## src/rtl/rsr_consts.svh

```systemverilog
// Purpose: constants for the remote status reporting block
// Assumes: included by its bare name
// Notes: bit positions, reset values, indicator timing
`ifndef RSR_CONSTS_SVH
`define RSR_CONSTS_SVH

// Serial poll status byte bits
`define RSR_SPB_READY 0
`define RSR_SPB_MEAS_SUM 3
`define RSR_SPB_MAV 4
`define RSR_SPB_ESB 5
`define RSR_SPB_RQS 6
`define RSR_SPB_NO_CMD 7

// Standard event bits
`define RSR_SEV_OPC 0
`define RSR_SEV_QUERY_ERR 2
`define RSR_SEV_EXEC_ERR 4
`define RSR_SEV_CMD_ERR 5
`define RSR_SEV_KEY 6
`define RSR_SEV_PON 7
`define RSR_SEV_USED_MASK 8'hf5

// Measurement status bits
`define RSR_MST_MATH 0
`define RSR_MST_ADC 1
`define RSR_MST_OVLD 2
`define RSR_MST_UNDER 3
`define RSR_MST_OVER 4
`define RSR_MST_NO_MEAS 5
`define RSR_MST_MEM 7
`define RSR_MST_USED_MASK 8'hbf

// Reset values
`define RSR_MASK_RST 8'h00
`define RSR_PSC_RST 1'b1

// Indicator flash time
`define RSR_CLK_NS 25
`define RSR_FLASH_NS 50000000
`define RSR_FLASH_CYC ((`RSR_FLASH_NS + `RSR_CLK_NS - 1) / `RSR_CLK_NS)

`endif

```

## src/rtl/rsr_pkg.sv

```systemverilog
// Purpose: types for the remote status reporting block
// Assumes: nothing
// Notes: calibration result codes
package rsr_pkg;
  typedef enum logic [2:0] {
    RSR_CAL_OK = 3'h0,
    RSR_CAL_MEAS_ERR = 3'h1,
    RSR_CAL_SHORT_HIGH = 3'h2,
    RSR_CAL_OPEN_LOW = 3'h3,
    RSR_CAL_STD_RANGE = 3'h4
  } rsr_cal_e;

  typedef enum logic [1:0] {
    RSR_FL_IDLE = 2'b01,
    RSR_FL_ON = 2'b10
  } rsr_flash_e;
endpackage

```

## src/rtl/rsr_flash.sv

```systemverilog
// Purpose: retriggerable indicator flash stretcher
// Assumes: one clock, synchronous active high reset
// Notes: a trigger while lit restarts the full time
module rsr_flash
  import rsr_pkg::*;
#(
  parameter int unsigned FLASH_CYC = 2000000
) (
  // Clock and reset
  input wire logic i_core_clk,
  input wire logic i_rst,
  // Trigger and lamp
  input wire logic i_trig,
  output logic o_lamp
);
  localparam int unsigned CW = $clog2(FLASH_CYC + 1);

  // Zero length would leave the lamp dark after every trigger
  if (FLASH_CYC < 1) begin : g_bad_flash
    $error("FLASH_CYC must be at least one");
  end

  rsr_flash_e state_q, state_d;
  logic [CW-1:0] cnt_q, cnt_d;

  always_comb begin
    state_d = state_q;
    cnt_d = cnt_q;
    case (state_q)
      RSR_FL_IDLE: begin
        if (i_trig) begin
          state_d = RSR_FL_ON;
          cnt_d = CW'(FLASH_CYC - 1);
        end
      end
      RSR_FL_ON: begin
        if (i_trig) begin
          cnt_d = CW'(FLASH_CYC - 1);
        end else if (cnt_q == '0) begin
          state_d = RSR_FL_IDLE;
        end else begin
          cnt_d = cnt_q - CW'(1);
        end
      end
      default: begin
        state_d = RSR_FL_IDLE;
        cnt_d = '0;
      end
    endcase
  end

  always_ff @(posedge i_core_clk) begin
    if (i_rst) begin
      state_q <= RSR_FL_IDLE;
      cnt_q <= '0;
    end else begin
      state_q <= state_d;
      cnt_q <= cnt_d;
    end
  end

  assign o_lamp = (state_q == RSR_FL_ON);
endmodule

```

## src/rtl/rsr_status.sv

```systemverilog
// Purpose: status bytes, event registers and indicators for the remote interface
// Assumes: the command parser decodes commands and drives one-cycle strobes
// Notes: registers are read through dedicated output ports, no bus
//
// Summary of operation
// - Calibration result reported as code 0 to 4.
// - Activity lamp flashes on each character sent or received.
// - Error lamp flashes on any command error, execution error or output queue overflow.
// - Remote lamp lit in remote state; front panel locked out then.
// - Syntax faults are command errors and set event bit 5.
// - Failure of a valid command sets event bit 4.
// - No-command bit clears on queued command, sets when queue drained.
// - No-command bit visible by GPIB serial poll only, not RS232.
// - Status byte query returns no-command bit as 0.
// - Poll bit 0 shows ready to measure; bits 1 and 2 unused.
// - Poll bit 3 set when any enabled measurement status bit set.
// - Poll bit 4 set while GPIB output queue holds a response.
// - Poll bit 5 set when any enabled standard event bit set.
// - Poll bit 6 is the service request indication with SRQ.
// - After operation-complete command, event bit 0 set when measurements done.
// - Output queue overflow sets event bit 2.
// - Key press sets event bit 6, power-on bit 7; bits 1,3 unused.
// - Math fault sets measurement bit 0, conversion fault bit 1.
// - Gain overload sets measurement bit 2.
// - Under range sets measurement bit 3, over range bit 4.
// - No valid measurement sets bit 5; bit 6 unused.
// - Invalid stored settings at power-up set measurement bit 7.
// - Host writes three 8-bit enable masks feeding the summary bits.
// - Clear-status command clears the event and measurement status registers; enable masks are kept.
// - Power-on-clear setting chooses clearing or keeping status at power-on.
`include "rsr_consts.svh"

module rsr_status
  import rsr_pkg::*;
#(
  parameter int unsigned FLASH_CYC = `RSR_FLASH_CYC
) (
  // Clock and reset
  input wire logic i_core_clk,
  input wire logic i_rst,
  // Power-on and stored setting state
  input wire logic i_power_on,
  input wire logic i_psc_nv,
  input wire logic i_settings_invalid,
  // Host command strobes
  input wire logic i_cls,
  input wire logic i_opc_cmd,
  input wire logic i_psc_wr,
  input wire logic i_psc_val,
  input wire logic i_ese_wr,
  input wire logic i_sre_wr,
  input wire logic i_measurement_mask_write,
  input wire logic [7:0] i_mask_data,
  input wire logic i_stb_query,
  // Command queue and errors
  input wire logic i_cmd_enqueued,
  input wire logic i_queue_drained,
  input wire logic i_cmd_err,
  input wire logic i_exec_err,
  input wire logic i_outq_overflow,
  input wire logic i_gpib_outq_nonempty,
  // Measurement engine
  input wire logic i_ready,
  input wire logic i_meas_busy,
  input wire logic i_math_fault,
  input wire logic i_adc_fault,
  input wire logic i_overload,
  input wire logic i_under_range,
  input wire logic i_over_range,
  input wire logic i_no_meas,
  // Calibration
  input wire logic i_cal_done,
  input wire logic [2:0] i_cal_code,
  // Front panel and link
  input wire logic i_key_press,
  input wire logic i_char_xfer,
  input wire logic i_remote,
  // Register contents
  output logic [7:0] o_spoll_byte,
  output logic [7:0] o_stb_query_byte,
  output logic [7:0] o_standard_event_status,
  output logic [7:0] o_measurement_status,
  output logic [7:0] o_ese_mask,
  output logic [7:0] o_sre_mask,
  output logic [7:0] o_meas_mask,
  output logic o_psc,
  output logic [2:0] o_cal_result,
  output logic o_srq,
  // Indicators
  output logic o_activity_indicator,
  output logic o_error_indicator,
  output logic o_remote_indicator,
  output logic o_panel_lockout
);
  function automatic logic any_enabled(input logic [7:0] ev, input logic [7:0] en);
    any_enabled = |(ev & en);
  endfunction

  // Event and configuration state
  logic [7:0] sev_q, sev_d;
  logic [7:0] mst_q, mst_d;
  logic [7:0] ese_q, ese_d, sre_q, sre_d, mmask_q, mmask_d;
  logic psc_q, psc_d;
  logic no_cmd_q, no_cmd_d;
  logic opc_arm_q, opc_arm_d;
  logic pon_q, pon_d;
  rsr_cal_e cal_q, cal_d;
  logic [7:0] spb_d, stb_d;
  logic [7:0] spb_q, stb_q;
  logic [7:0] sev_set, mst_set;
  logic pon_edge, pon_clear, meas_sum, esb_sum, rqs;

  // Power-on pulse; clearing on power-on is gated by the setting
  assign pon_edge = i_power_on & ~pon_q;
  assign pon_clear = pon_edge & psc_q;

  always_comb begin
    sev_set = 8'h00;
    sev_set[`RSR_SEV_OPC] = opc_arm_q & ~i_meas_busy;
    sev_set[`RSR_SEV_QUERY_ERR] = i_outq_overflow;
    sev_set[`RSR_SEV_EXEC_ERR] = i_exec_err;
    sev_set[`RSR_SEV_CMD_ERR] = i_cmd_err;
    sev_set[`RSR_SEV_KEY] = i_key_press;
    sev_set[`RSR_SEV_PON] = pon_edge;
    mst_set = 8'h00;
    mst_set[`RSR_MST_MATH] = i_math_fault;
    mst_set[`RSR_MST_ADC] = i_adc_fault;
    mst_set[`RSR_MST_OVLD] = i_overload;
    mst_set[`RSR_MST_UNDER] = i_under_range;
    mst_set[`RSR_MST_OVER] = i_over_range;
    mst_set[`RSR_MST_NO_MEAS] = i_no_meas;
    mst_set[`RSR_MST_MEM] = pon_edge & i_settings_invalid;
  end

  always_comb begin
    sev_d = sev_q;
    mst_d = mst_q;
    // Clear first so an event in the same cycle still lands
    if (i_cls || pon_clear) begin
      sev_d = 8'h00;
      mst_d = 8'h00;
    end
    sev_d = sev_d | (sev_set & `RSR_SEV_USED_MASK);
    mst_d = mst_d | (mst_set & `RSR_MST_USED_MASK);
  end

  always_comb begin
    ese_d = i_ese_wr ? i_mask_data : ese_q;
    sre_d = i_sre_wr ? i_mask_data : sre_q;
    mmask_d = i_measurement_mask_write ? i_mask_data : mmask_q;
    if (pon_clear) begin
      ese_d = `RSR_MASK_RST;
      sre_d = `RSR_MASK_RST;
      mmask_d = `RSR_MASK_RST;
    end
    psc_d = i_psc_wr ? i_psc_val : psc_q;
    pon_d = i_power_on;
  end

  // Queue flag: enqueue wins, a new command keeps the queue busy
  always_comb begin
    no_cmd_d = no_cmd_q;
    if (i_queue_drained) begin
      no_cmd_d = 1'b1;
    end
    if (i_cmd_enqueued) begin
      no_cmd_d = 1'b0;
    end
  end

  always_comb begin
    opc_arm_d = opc_arm_q;
    if (opc_arm_q && !i_meas_busy) begin
      opc_arm_d = 1'b0;
    end
    if (i_opc_cmd) begin
      opc_arm_d = 1'b1;
    end
    if (i_cls) begin
      opc_arm_d = 1'b0;
    end
  end

  always_comb begin
    cal_d = cal_q;
    if (i_cal_done) begin
      case (i_cal_code)
        3'h0: cal_d = RSR_CAL_OK;
        3'h1: cal_d = RSR_CAL_MEAS_ERR;
        3'h2: cal_d = RSR_CAL_SHORT_HIGH;
        3'h3: cal_d = RSR_CAL_OPEN_LOW;
        3'h4: cal_d = RSR_CAL_STD_RANGE;
        default: cal_d = RSR_CAL_MEAS_ERR;
      endcase
    end
  end

  // Summaries use the latched sources, live each cycle
  assign meas_sum = any_enabled(mst_q, mmask_q);
  assign esb_sum = any_enabled(sev_q, ese_q);

  always_comb begin
    spb_d = 8'h00;
    spb_d[`RSR_SPB_READY] = i_ready;
    spb_d[`RSR_SPB_MEAS_SUM] = meas_sum;
    spb_d[`RSR_SPB_MAV] = i_gpib_outq_nonempty;
    spb_d[`RSR_SPB_ESB] = esb_sum;
    spb_d[`RSR_SPB_NO_CMD] = no_cmd_q;
    // Bit 6 never enables itself
    spb_d[`RSR_SPB_RQS] = any_enabled(spb_d, sre_q & 8'hbf);
    stb_d = spb_d;
    stb_d[`RSR_SPB_NO_CMD] = 1'b0;
  end
  assign rqs = spb_q[`RSR_SPB_RQS];

  always_ff @(posedge i_core_clk) begin
    if (i_rst) begin
      sev_q <= 8'h00;
      mst_q <= 8'h00;
      ese_q <= `RSR_MASK_RST;
      sre_q <= `RSR_MASK_RST;
      mmask_q <= `RSR_MASK_RST;
      psc_q <= `RSR_PSC_RST;
      no_cmd_q <= 1'b1;
      opc_arm_q <= 1'b0;
      pon_q <= 1'b0;
      cal_q <= RSR_CAL_OK;
      spb_q <= 8'h00;
      stb_q <= 8'h00;
    end else begin
      sev_q <= sev_d;
      mst_q <= mst_d;
      ese_q <= ese_d;
      sre_q <= sre_d;
      mmask_q <= mmask_d;
      psc_q <= psc_d;
      no_cmd_q <= no_cmd_d;
      opc_arm_q <= opc_arm_d;
      pon_q <= pon_d;
      cal_q <= cal_d;
      spb_q <= spb_d;
      stb_q <= stb_d;
    end
  end

  // Power-on-clear setting reloaded from storage on the power-on edge is
  // left to the parser: it writes i_psc_wr from i_psc_nv after power-up.
  logic unused_psc_nv;
  assign unused_psc_nv = i_psc_nv | i_stb_query;

  // Serial poll byte is the only path that shows the queue flag
  assign o_spoll_byte = spb_q;
  assign o_stb_query_byte = stb_q;
  assign o_standard_event_status = sev_q;
  assign o_measurement_status = mst_q;
  assign o_ese_mask = ese_q;
  assign o_sre_mask = sre_q;
  assign o_meas_mask = mmask_q;
  assign o_psc = psc_q;
  assign o_cal_result = cal_q;
  assign o_srq = rqs;

  rsr_flash #(
    .FLASH_CYC(FLASH_CYC)
  ) u_act (
    .i_core_clk(i_core_clk),
    .i_rst(i_rst),
    .i_trig(i_char_xfer),
    .o_lamp(o_activity_indicator)
  );

  rsr_flash #(
    .FLASH_CYC(FLASH_CYC)
  ) u_err (
    .i_core_clk(i_core_clk),
    .i_rst(i_rst),
    .i_trig(i_cmd_err | i_exec_err | i_outq_overflow),
    .o_lamp(o_error_indicator)
  );

  logic rem_q;
  always_ff @(posedge i_core_clk) begin
    if (i_rst) begin
      rem_q <= 1'b0;
    end else begin
      rem_q <= i_remote;
    end
  end
  assign o_remote_indicator = rem_q;
  assign o_panel_lockout = rem_q;
endmodule

```

## config.mk

```make
export PLATFORM = sky130hd
export DESIGN_NAME = rsr_status
export DESIGN_NICKNAME = d
export VERILOG_FILES = /design/src/rtl/rsr_pkg.sv /design/src/rtl/rsr_flash.sv /design/src/rtl/rsr_status.sv
export VERILOG_INCLUDE_DIRS = /design/src /design/src/rtl
export SDC_FILE = /design/constraint.sdc
export NUM_CORES = 1
export LEC_CHECK = 0
export BUFFER_PORTS_ARGS = -buffer_cell sky130_fd_sc_hd__buf_2
export CORE_MARGIN = 2
export CORE_UTILIZATION = 59
export CTS_BUF_LIST = sky130_fd_sc_hd__clkbuf_16
export CTS_CLUSTER_SIZE = 28
export DETAILED_ROUTE_END_ITERATION = 7
export GPL_TIMING_DRIVEN = 0
export PLACE_DENSITY = 0.87
export SYNTH_ARGS = -nofsm -noshare
export SYNTH_HDL_FRONTEND = slang
export SYNTH_SLANG_ARGS = --single-unit
```

## constraint.sdc

```tcl
create_clock -name i_core_clk -period 6.3 [get_ports i_core_clk]
set_input_delay 1.26 -clock i_core_clk [delete_from_list [all_inputs] [get_ports i_core_clk]]
set_output_delay 1.26 -clock i_core_clk [all_outputs]
set_load 0.02 [all_outputs]
```

Word-level counts from Yosys, hierarchy flattened. Cells that the tools add are included.

Bits of input ports: 42. Flip-flop bits (word level): 110. Logic and storage cells: 89. Output and inout port bits: 65.

Multiplexer cells: 23. Equal/unequal tests: 15. $add $sub $neg: 2. Reductions and logical operators: 17. Bitwise operators: 13.

Operators with widths (count): 21-bit 2-to-1 mux (6); 21-bit case mux with 2 select lines (2); 21-bit zero test (2); 21-bit by 1-bit subtractor with 21-bit output (second input constant) (2); 8-bit bitwise AND (3); 8-bit OR reduction (3); 8-bit 2-to-1 mux (2); 8-bit OR (2); 2-bit 2-to-1 mux (6); 3-bit case mux with 4 select lines (1); 2-bit case mux with 2 select lines (2); 3-bit by 2-bit == test with 1-bit output (second input constant) (2); 2-bit by 1-bit != test with 1-bit output (second input constant) (3); 2-bit != test (second input constant) (3); 3-bit AND reduction (2); 1-bit bitwise AND (4); 2-bit by 1-bit == test with 1-bit output (second input constant) (2); 2-bit == test (second input constant) (2); 1-bit 2-to-1 mux (4); 2-bit AND reduction (2); 2-bit nonzero test (2); 2-bit OR reduction (2); 3-bit == test (second input constant) (1); 3-bit zero test (1); other kinds (7) (9).

Longest topological paths before layout.
Depth in word-level cells: 6. Depth in mapped cells: 8. Gate-level depth less buffers: 7.

Cells and area by module. From an unflattened synthesis, not the netlist that was laid out.

Cells, all modules: 537. Area total of the unflattened synthesis: 4708.3 um^2.

Modules (own cells, without submodules): rsr_flash (area each 1407.6 um^2, cells an instance 173, seq. area each 460.4 um^2, times used 2); rsr_status (area each 1893.1 um^2, cells an instance 191, seq. area each 1021.0 um^2, times used 1).

Worst setup path before layout. No wires, ideal clock.

Path kind: input -> register. Start point: input port i_outq_overflow. End point: register u_err.state_q[1]. Library setup time: 0.132 ns. Required time: 6.168 ns. Path buffers: 2. Cell stages on the path: 6. Slack: 3.634 ns. Arrival: 2.534 ns. Cells stage by stage: or3_1 > clkbuf_1 > or4_1 > clkbuf_1 > a21oi_1 > nor3_1.

Cells in the longest elaborated chain, start to end: 3. Elaborated cells on any way between the ends: 4. Those cells by class: eq/ne: 2; bitwise: 1; reduce/logical: 1.

RTL lines: from (decl) (RTL line rsr_status.sv:60) `input wire logic i_outq_overflow,`; 1-bit OR (*) (RTL line rsr_status.sv:277) `.i_trig(i_cmd_err | i_exec_err | i_outq_overflow),`; 2-bit by 1-bit != test with 1-bit output (no line) or 2-bit != test (tied branches); 3-bit AND reduction (no line) (*); to (signal assigned) (RTL line rsr_flash.sv:57) `state_q <= state_d;`; to (decl) (RTL line rsr_flash.sv:23) `rsr_flash_e state_q, state_d;`.

Every way passes the cells marked *; elsewhere a longest branch is shown, timed or not. A chain may end at the register's enable or synchronous reset.

Final worst setup path.
Start point: input port i_char_xfer. End point: register u_act.cnt_q[7].

Cells in the longest elaborated chain, start to end: 2. Elaborated cells on any way between the ends: 5. Those cells by class: eq/ne: 2; mux: 2; reduce/logical: 1.

RTL lines: from (decl) (RTL line rsr_status.sv:76) `input wire logic i_char_xfer,`; 21-bit 2-to-1 mux (tied with other cells) (RTL line rsr_flash.sv:37) `if (i_trig) begin`; 21-bit case mux with 2 select lines or 2-bit AND reduction (tied branches); to (signal assigned) (RTL line rsr_flash.sv:58) `cnt_q <= cnt_d;`; to (decl) (RTL line rsr_flash.sv:24) `logic [CW-1:0] cnt_q, cnt_d;`.

Several ways; a longest one is shown, not always the timed one.

==> results.rst <==
.. list-table::
   :header-rows: 1

   * - Metric
     - Value
   * - Final Net Count
     - 730
   * - VDD IR-drop max
     - 0.0002336 V
   * - Post-Syn Instances
     - 570
   * - Type of the setup path with the least slack
     - in2reg
   * - Net switching share of the total power
     - 37.03%
   * - Fraction of post-synthesis cell area in the top cell type by area
     - between 40% and 50%
   * - Cells resized by post-CTS repair
     - 0
   * - Cell area after placement
     - 5436 sq um
   * - Number of buffers inserted for hold repair after clock tree synthesis
     - 0
   * - Layout cell share with drive strength beyond 1
     - around 20%
   * - Highest fanout seen on the critical path
     - 8
   * - Number of flip-flops and latches in the synthesized netlist
     - 97
   * - Yosys cell types
     - 63
   * - Setup repair after global routing missed its margin
     - no
   * - Longest individual stage delay on the worst path
     - 0.78 ns
   * - Period utilisation layout
     - 45.42%
   * - DR pass1 iterations
     - 6
   * - Vert. Die Dim
     - approximately 94 um
   * - Endpoint type of the worst setup path
     - register
   * - Setup-failing EPs final
     - 0
   * - Max-slew violation total from the final report
     - 0
   * - Required time of the critical path
     - roughly 6.5 ns
   * - Via count of the first global-routing pass
     - 4564
   * - Clock tree from TritonCTS
     - yes
   * - Part of the Yosys area used for sequential elements
     - 40.31%
   * - Global placer's final weighted congestion
     - 0.9503
   * - Arrival time of data at the critical path endpoint
     - 3.10 ns
   * - Starting Density
     - 61.70%
   * - Worst reg-to-reg setup slack
     - approximately 3.5 ns
   * - Core area
     - about 8000 sq um
   * - Number of vias after detailed routing
     - 4938
   * - Highest-delay cell along the critical path
     - sky130_fd_sc_hd__nor3_1
   * - First DRT Iteration DRCs
     - roughly 380
   * - Actual transition at the worst max-transition pin
     - 1.050 ns
   * - Part of the power in combinational logic
     - 33.4%
   * - P per Cell Area
     - 349.4 nW/um^2
   * - Top-Level Pins
     - approximately 110
   * - Achievable Freq
     - 0.3495 GHz
   * - Maxcap violations
     - 0
   * - Detailed-route vias per instance
     - 6.266
   * - Clock power frac
     - slightly below 30%
   * - Most area-hungry cell type in the Yosys netlist
     - sky130_fd_sc_hd__dfxtp_1
   * - Total Power Consumption
     - between 2000 and 2500 uW
   * - Post-DP HPWL
     - 9666 um
   * - DIE WIDTH
     - 94.36 um
   * - Number of setup buffers added after CTS
     - 0
   * - Post-synth EDFFs
     - 0
   * - Final worst clock skew
     - 0.008945 ns
   * - Number of diodes
     - 0
   * - Sequential cell fraction of total power
     - 37.3%
   * - Status
     - finished, final reports clean
   * - Total global routing overflow
     - 0
   * - Die area
     - 8904 sq um
   * - Antenna violations before repair
     - 0
   * - Buffers from clock root to sink, at most
     - 2
   * - Leak
     - 0.002457 uW
   * - Commonest register cell after synthesis
     - sky130_fd_sc_hd__dfxtp_1
   * - Yosys warnings
     - 0
   * - Largest net degree at the start of global routing
     - 18
   * - Final non-filler cell area
     - between 5000 and 6000 sq um
   * - Number of I/O port buffers
     - 93
   * - Count of endpoints failing hold in the final timing report
     - 0
   * - Std cell rows
     - 32
   * - Global-route wire length before repair
     - 21680 um
   * - Clk root buf
     - sky130_fd_sc_hd__clkbuf_16
   * - Total global routing track utilization
     - 30.58%
   * - ANT nets after route
     - 0
   * - # H-tree levels
     - 3
   * - Clock transition time at the flip-flop clock pins of the worst setup and hold paths
     - 0.07 ns
   * - Post-route core utilization
     - 73.78%
   * - Mean cell area of the mapped netlist
     - 8.451 sq um
   * - Routed wire per std cell
     - ~17 um
   * - CP startpoint kind
     - input port
   * - Min Tclk post-route
     - around 2.9 ns
   * - Worst path cell trace
     - buf_2 > nor3_1 > o311a_1 > a31oi_1 > a311oi_1
   * - Type of the worst min-delay path
     - reg2reg
   * - Top cells by area in the synthesized netlist
     - sky130_fd_sc_hd__dfxtp_1, sky130_fd_sc_hd__mux2i_1, sky130_fd_sc_hd__nor2_1
   * - Final wirelength
     - 13510 um
   * - Number of CTS-inserted buffers
     - 9
   * - Tightest slew margin relative to the limit
     - 29.01%
   * - Sum Neg Setup Slack
     - 0 ns
   * - Internal power
     - between 1000 and 1500 uW
   * - Async S/R FF share, synth
     - 0%
   * - Area growth from synthesis to final layout
     - 19.58%
   * - Clock sinks
     - 97
   * - Switching component of the power
     - about 750 uW
   * - Detailed-route DRC error count
     - 0
   * - Latest clock arrival within the worst-skew pair
     - ~0.34 ns
   * - Combined area of all synthesized cells
     - 4817 sq um
[critical path, delay by kind of cell]
family	cells	cell delay [ns]
AO/OA/AOI/OAI	3	0.91
AND/OR/NAND/NOR	1	0.78
buffers and inverters	1	0.16
[final timing paths]
path,startpoint,endpoint,depth (start not counted)
worst max-delay path,i_char_xfer,u_act.cnt_q[7],5
worst min-delay path,o_cal_result[2],o_cal_result[2],2
worst max register to register,u_act.state_q[0],u_act.cnt_q[7],8
worst min register to register,o_cal_result[2],o_cal_result[2],2
[metal layers]
| layer | routed length (um) | track usage [%] | up-vias |
|---|---|---|---|
| met2 | 6680 | 53.51 | 277 |
| met4 | 265 | 9.662 | 0 |
| met1 | 5493 | 37.96 | 2324 |
| li1 | - | - | 2297 |
| met5 | 0 | 0 | - |
| met3 | 1065 | 5.986 | 40 |
[layout by cell type, fill, tap and decap left out, types with 7 or more instances in the layout]
cell type,n
sky130_fd_sc_hd__dfxtp_1,97
sky130_fd_sc_hd__buf_2,93
sky130_fd_sc_hd__nor2_1,63
sky130_fd_sc_hd__a21oi_1,45
sky130_fd_sc_hd__nand2_1,36
sky130_fd_sc_hd__nand3_1,33
sky130_fd_sc_hd__mux2i_1,27
sky130_fd_sc_hd__clkbuf_1,23
sky130_fd_sc_hd__o21ai_0,20
sky130_fd_sc_hd__inv_1,17
sky130_fd_sc_hd__nor3_1,17
sky130_fd_sc_hd__buf_4,16
sky130_fd_sc_hd__a31oi_1,11
sky130_fd_sc_hd__nor2b_1,10
sky130_fd_sc_hd__o211ai_1,10
sky130_fd_sc_hd__nand4_1,10
sky130_fd_sc_hd__clkbuf_16,9
sky130_fd_sc_hd__or3_1,8
sky130_fd_sc_hd__conb_1,8
sky130_fd_sc_hd__nor4_1,7
sky130_fd_sc_hd__a211oi_1,7
sky130_fd_sc_hd__nand3b_1,7
sky130_fd_sc_hd__a22oi_1,7
sky130_fd_sc_hd__ha_1,7
[power groups by stage]
stage	clock network, uW	registers (uW)	logic [uW]
5_1_grt	620	758	737
2_1_floorplan	0	765	472
3_3_place_gp	0	754	627
3_5_place_dp	0	759	644
4_1_cts	595	747	655
6_report	590	750	672
[Yosys cell counts, types with 5 or more instances]
cell type and count:
sky130_fd_sc_hd__a211o_1 5, sky130_fd_sc_hd__a211oi_1 7, sky130_fd_sc_hd__a21oi_1 45, sky130_fd_sc_hd__a22oi_1 7
sky130_fd_sc_hd__a31oi_1 11, sky130_fd_sc_hd__buf_4 16, sky130_fd_sc_hd__clkbuf_1 23, sky130_fd_sc_hd__dfxtp_1 97
sky130_fd_sc_hd__ha_1 7, sky130_fd_sc_hd__inv_1 17, sky130_fd_sc_hd__mux2i_1 27, sky130_fd_sc_hd__nand2_1 36
sky130_fd_sc_hd__nand2b_1 6, sky130_fd_sc_hd__nand3_1 33, sky130_fd_sc_hd__nand3b_1 7, sky130_fd_sc_hd__nand4_1 10
sky130_fd_sc_hd__nor2_1 63, sky130_fd_sc_hd__nor2b_1 10, sky130_fd_sc_hd__nor3_1 17, sky130_fd_sc_hd__nor4_1 7
sky130_fd_sc_hd__o211ai_1 10, sky130_fd_sc_hd__o21ai_0 20, sky130_fd_sc_hd__o21ai_1 6, sky130_fd_sc_hd__o31ai_1 5
sky130_fd_sc_hd__or3_1 8, sky130_fd_sc_hd__or4_1 6
[area by class of cell]
cell class	instances	area [sq um]
well taps	102	127.6
clock buffers	9	225.2
multi-input cells	419	2605
flip-flops and latches	97	1942
fillers	593	2047
plain buffers	44	232.7
inverters	17	63.81
clock inverters	7	98.84
repair buffers	93	465.4
[state kept, by name, summed over array words and instances, names as in the netlist]
| name | count |
|---|---|
| o_sre_mask | 8 |
| o_ese_mask | 8 |
| pon_q | 1 |
| u_act.cnt_q | 21 |
| o_spoll_byte | 6 |
| o_panel_lockout | 1 |
| o_measurement_status | 7 |
| o_standard_event_status | 6 |
| o_cal_result | 3 |
| o_meas_mask | 8 |
| opc_arm_q | 1 |
| u_err.cnt_q | 21 |
| u_act.state_q | 2 |
| u_err.state_q | 2 |
| o_psc | 1 |
| no_cmd_q | 1 |
[cells by family (layout without fill, tap and decap cells)]
kind of cell	after synthesis	after routing	synth area share, %
flip-flops	97	97	40.31
other	1	8	0.07785
AO/OA/AOI/OAI	150	150	21.38
XOR/XNOR	5	5	0.9090
buffers and inverters	61	170	6.156
AND/OR/NAND/NOR	222	222	23.74
multiplexers	27	27	5.610
adder cells (fa/ha/maj)	7	7	1.818
[metrics by stage]
step,setup WS (ns),hold slack (ns),std cells
floorplan,3.634,0.4324,577
global placement,3.212,0.4458,772
detailed placement,3.180,0.4622,772
CTS,3.500,0.4732,788
global route,3.338,0.4951,788
finish,3.438,0.4760,788
Note: power is estimated with default switching activity, not from simulation.
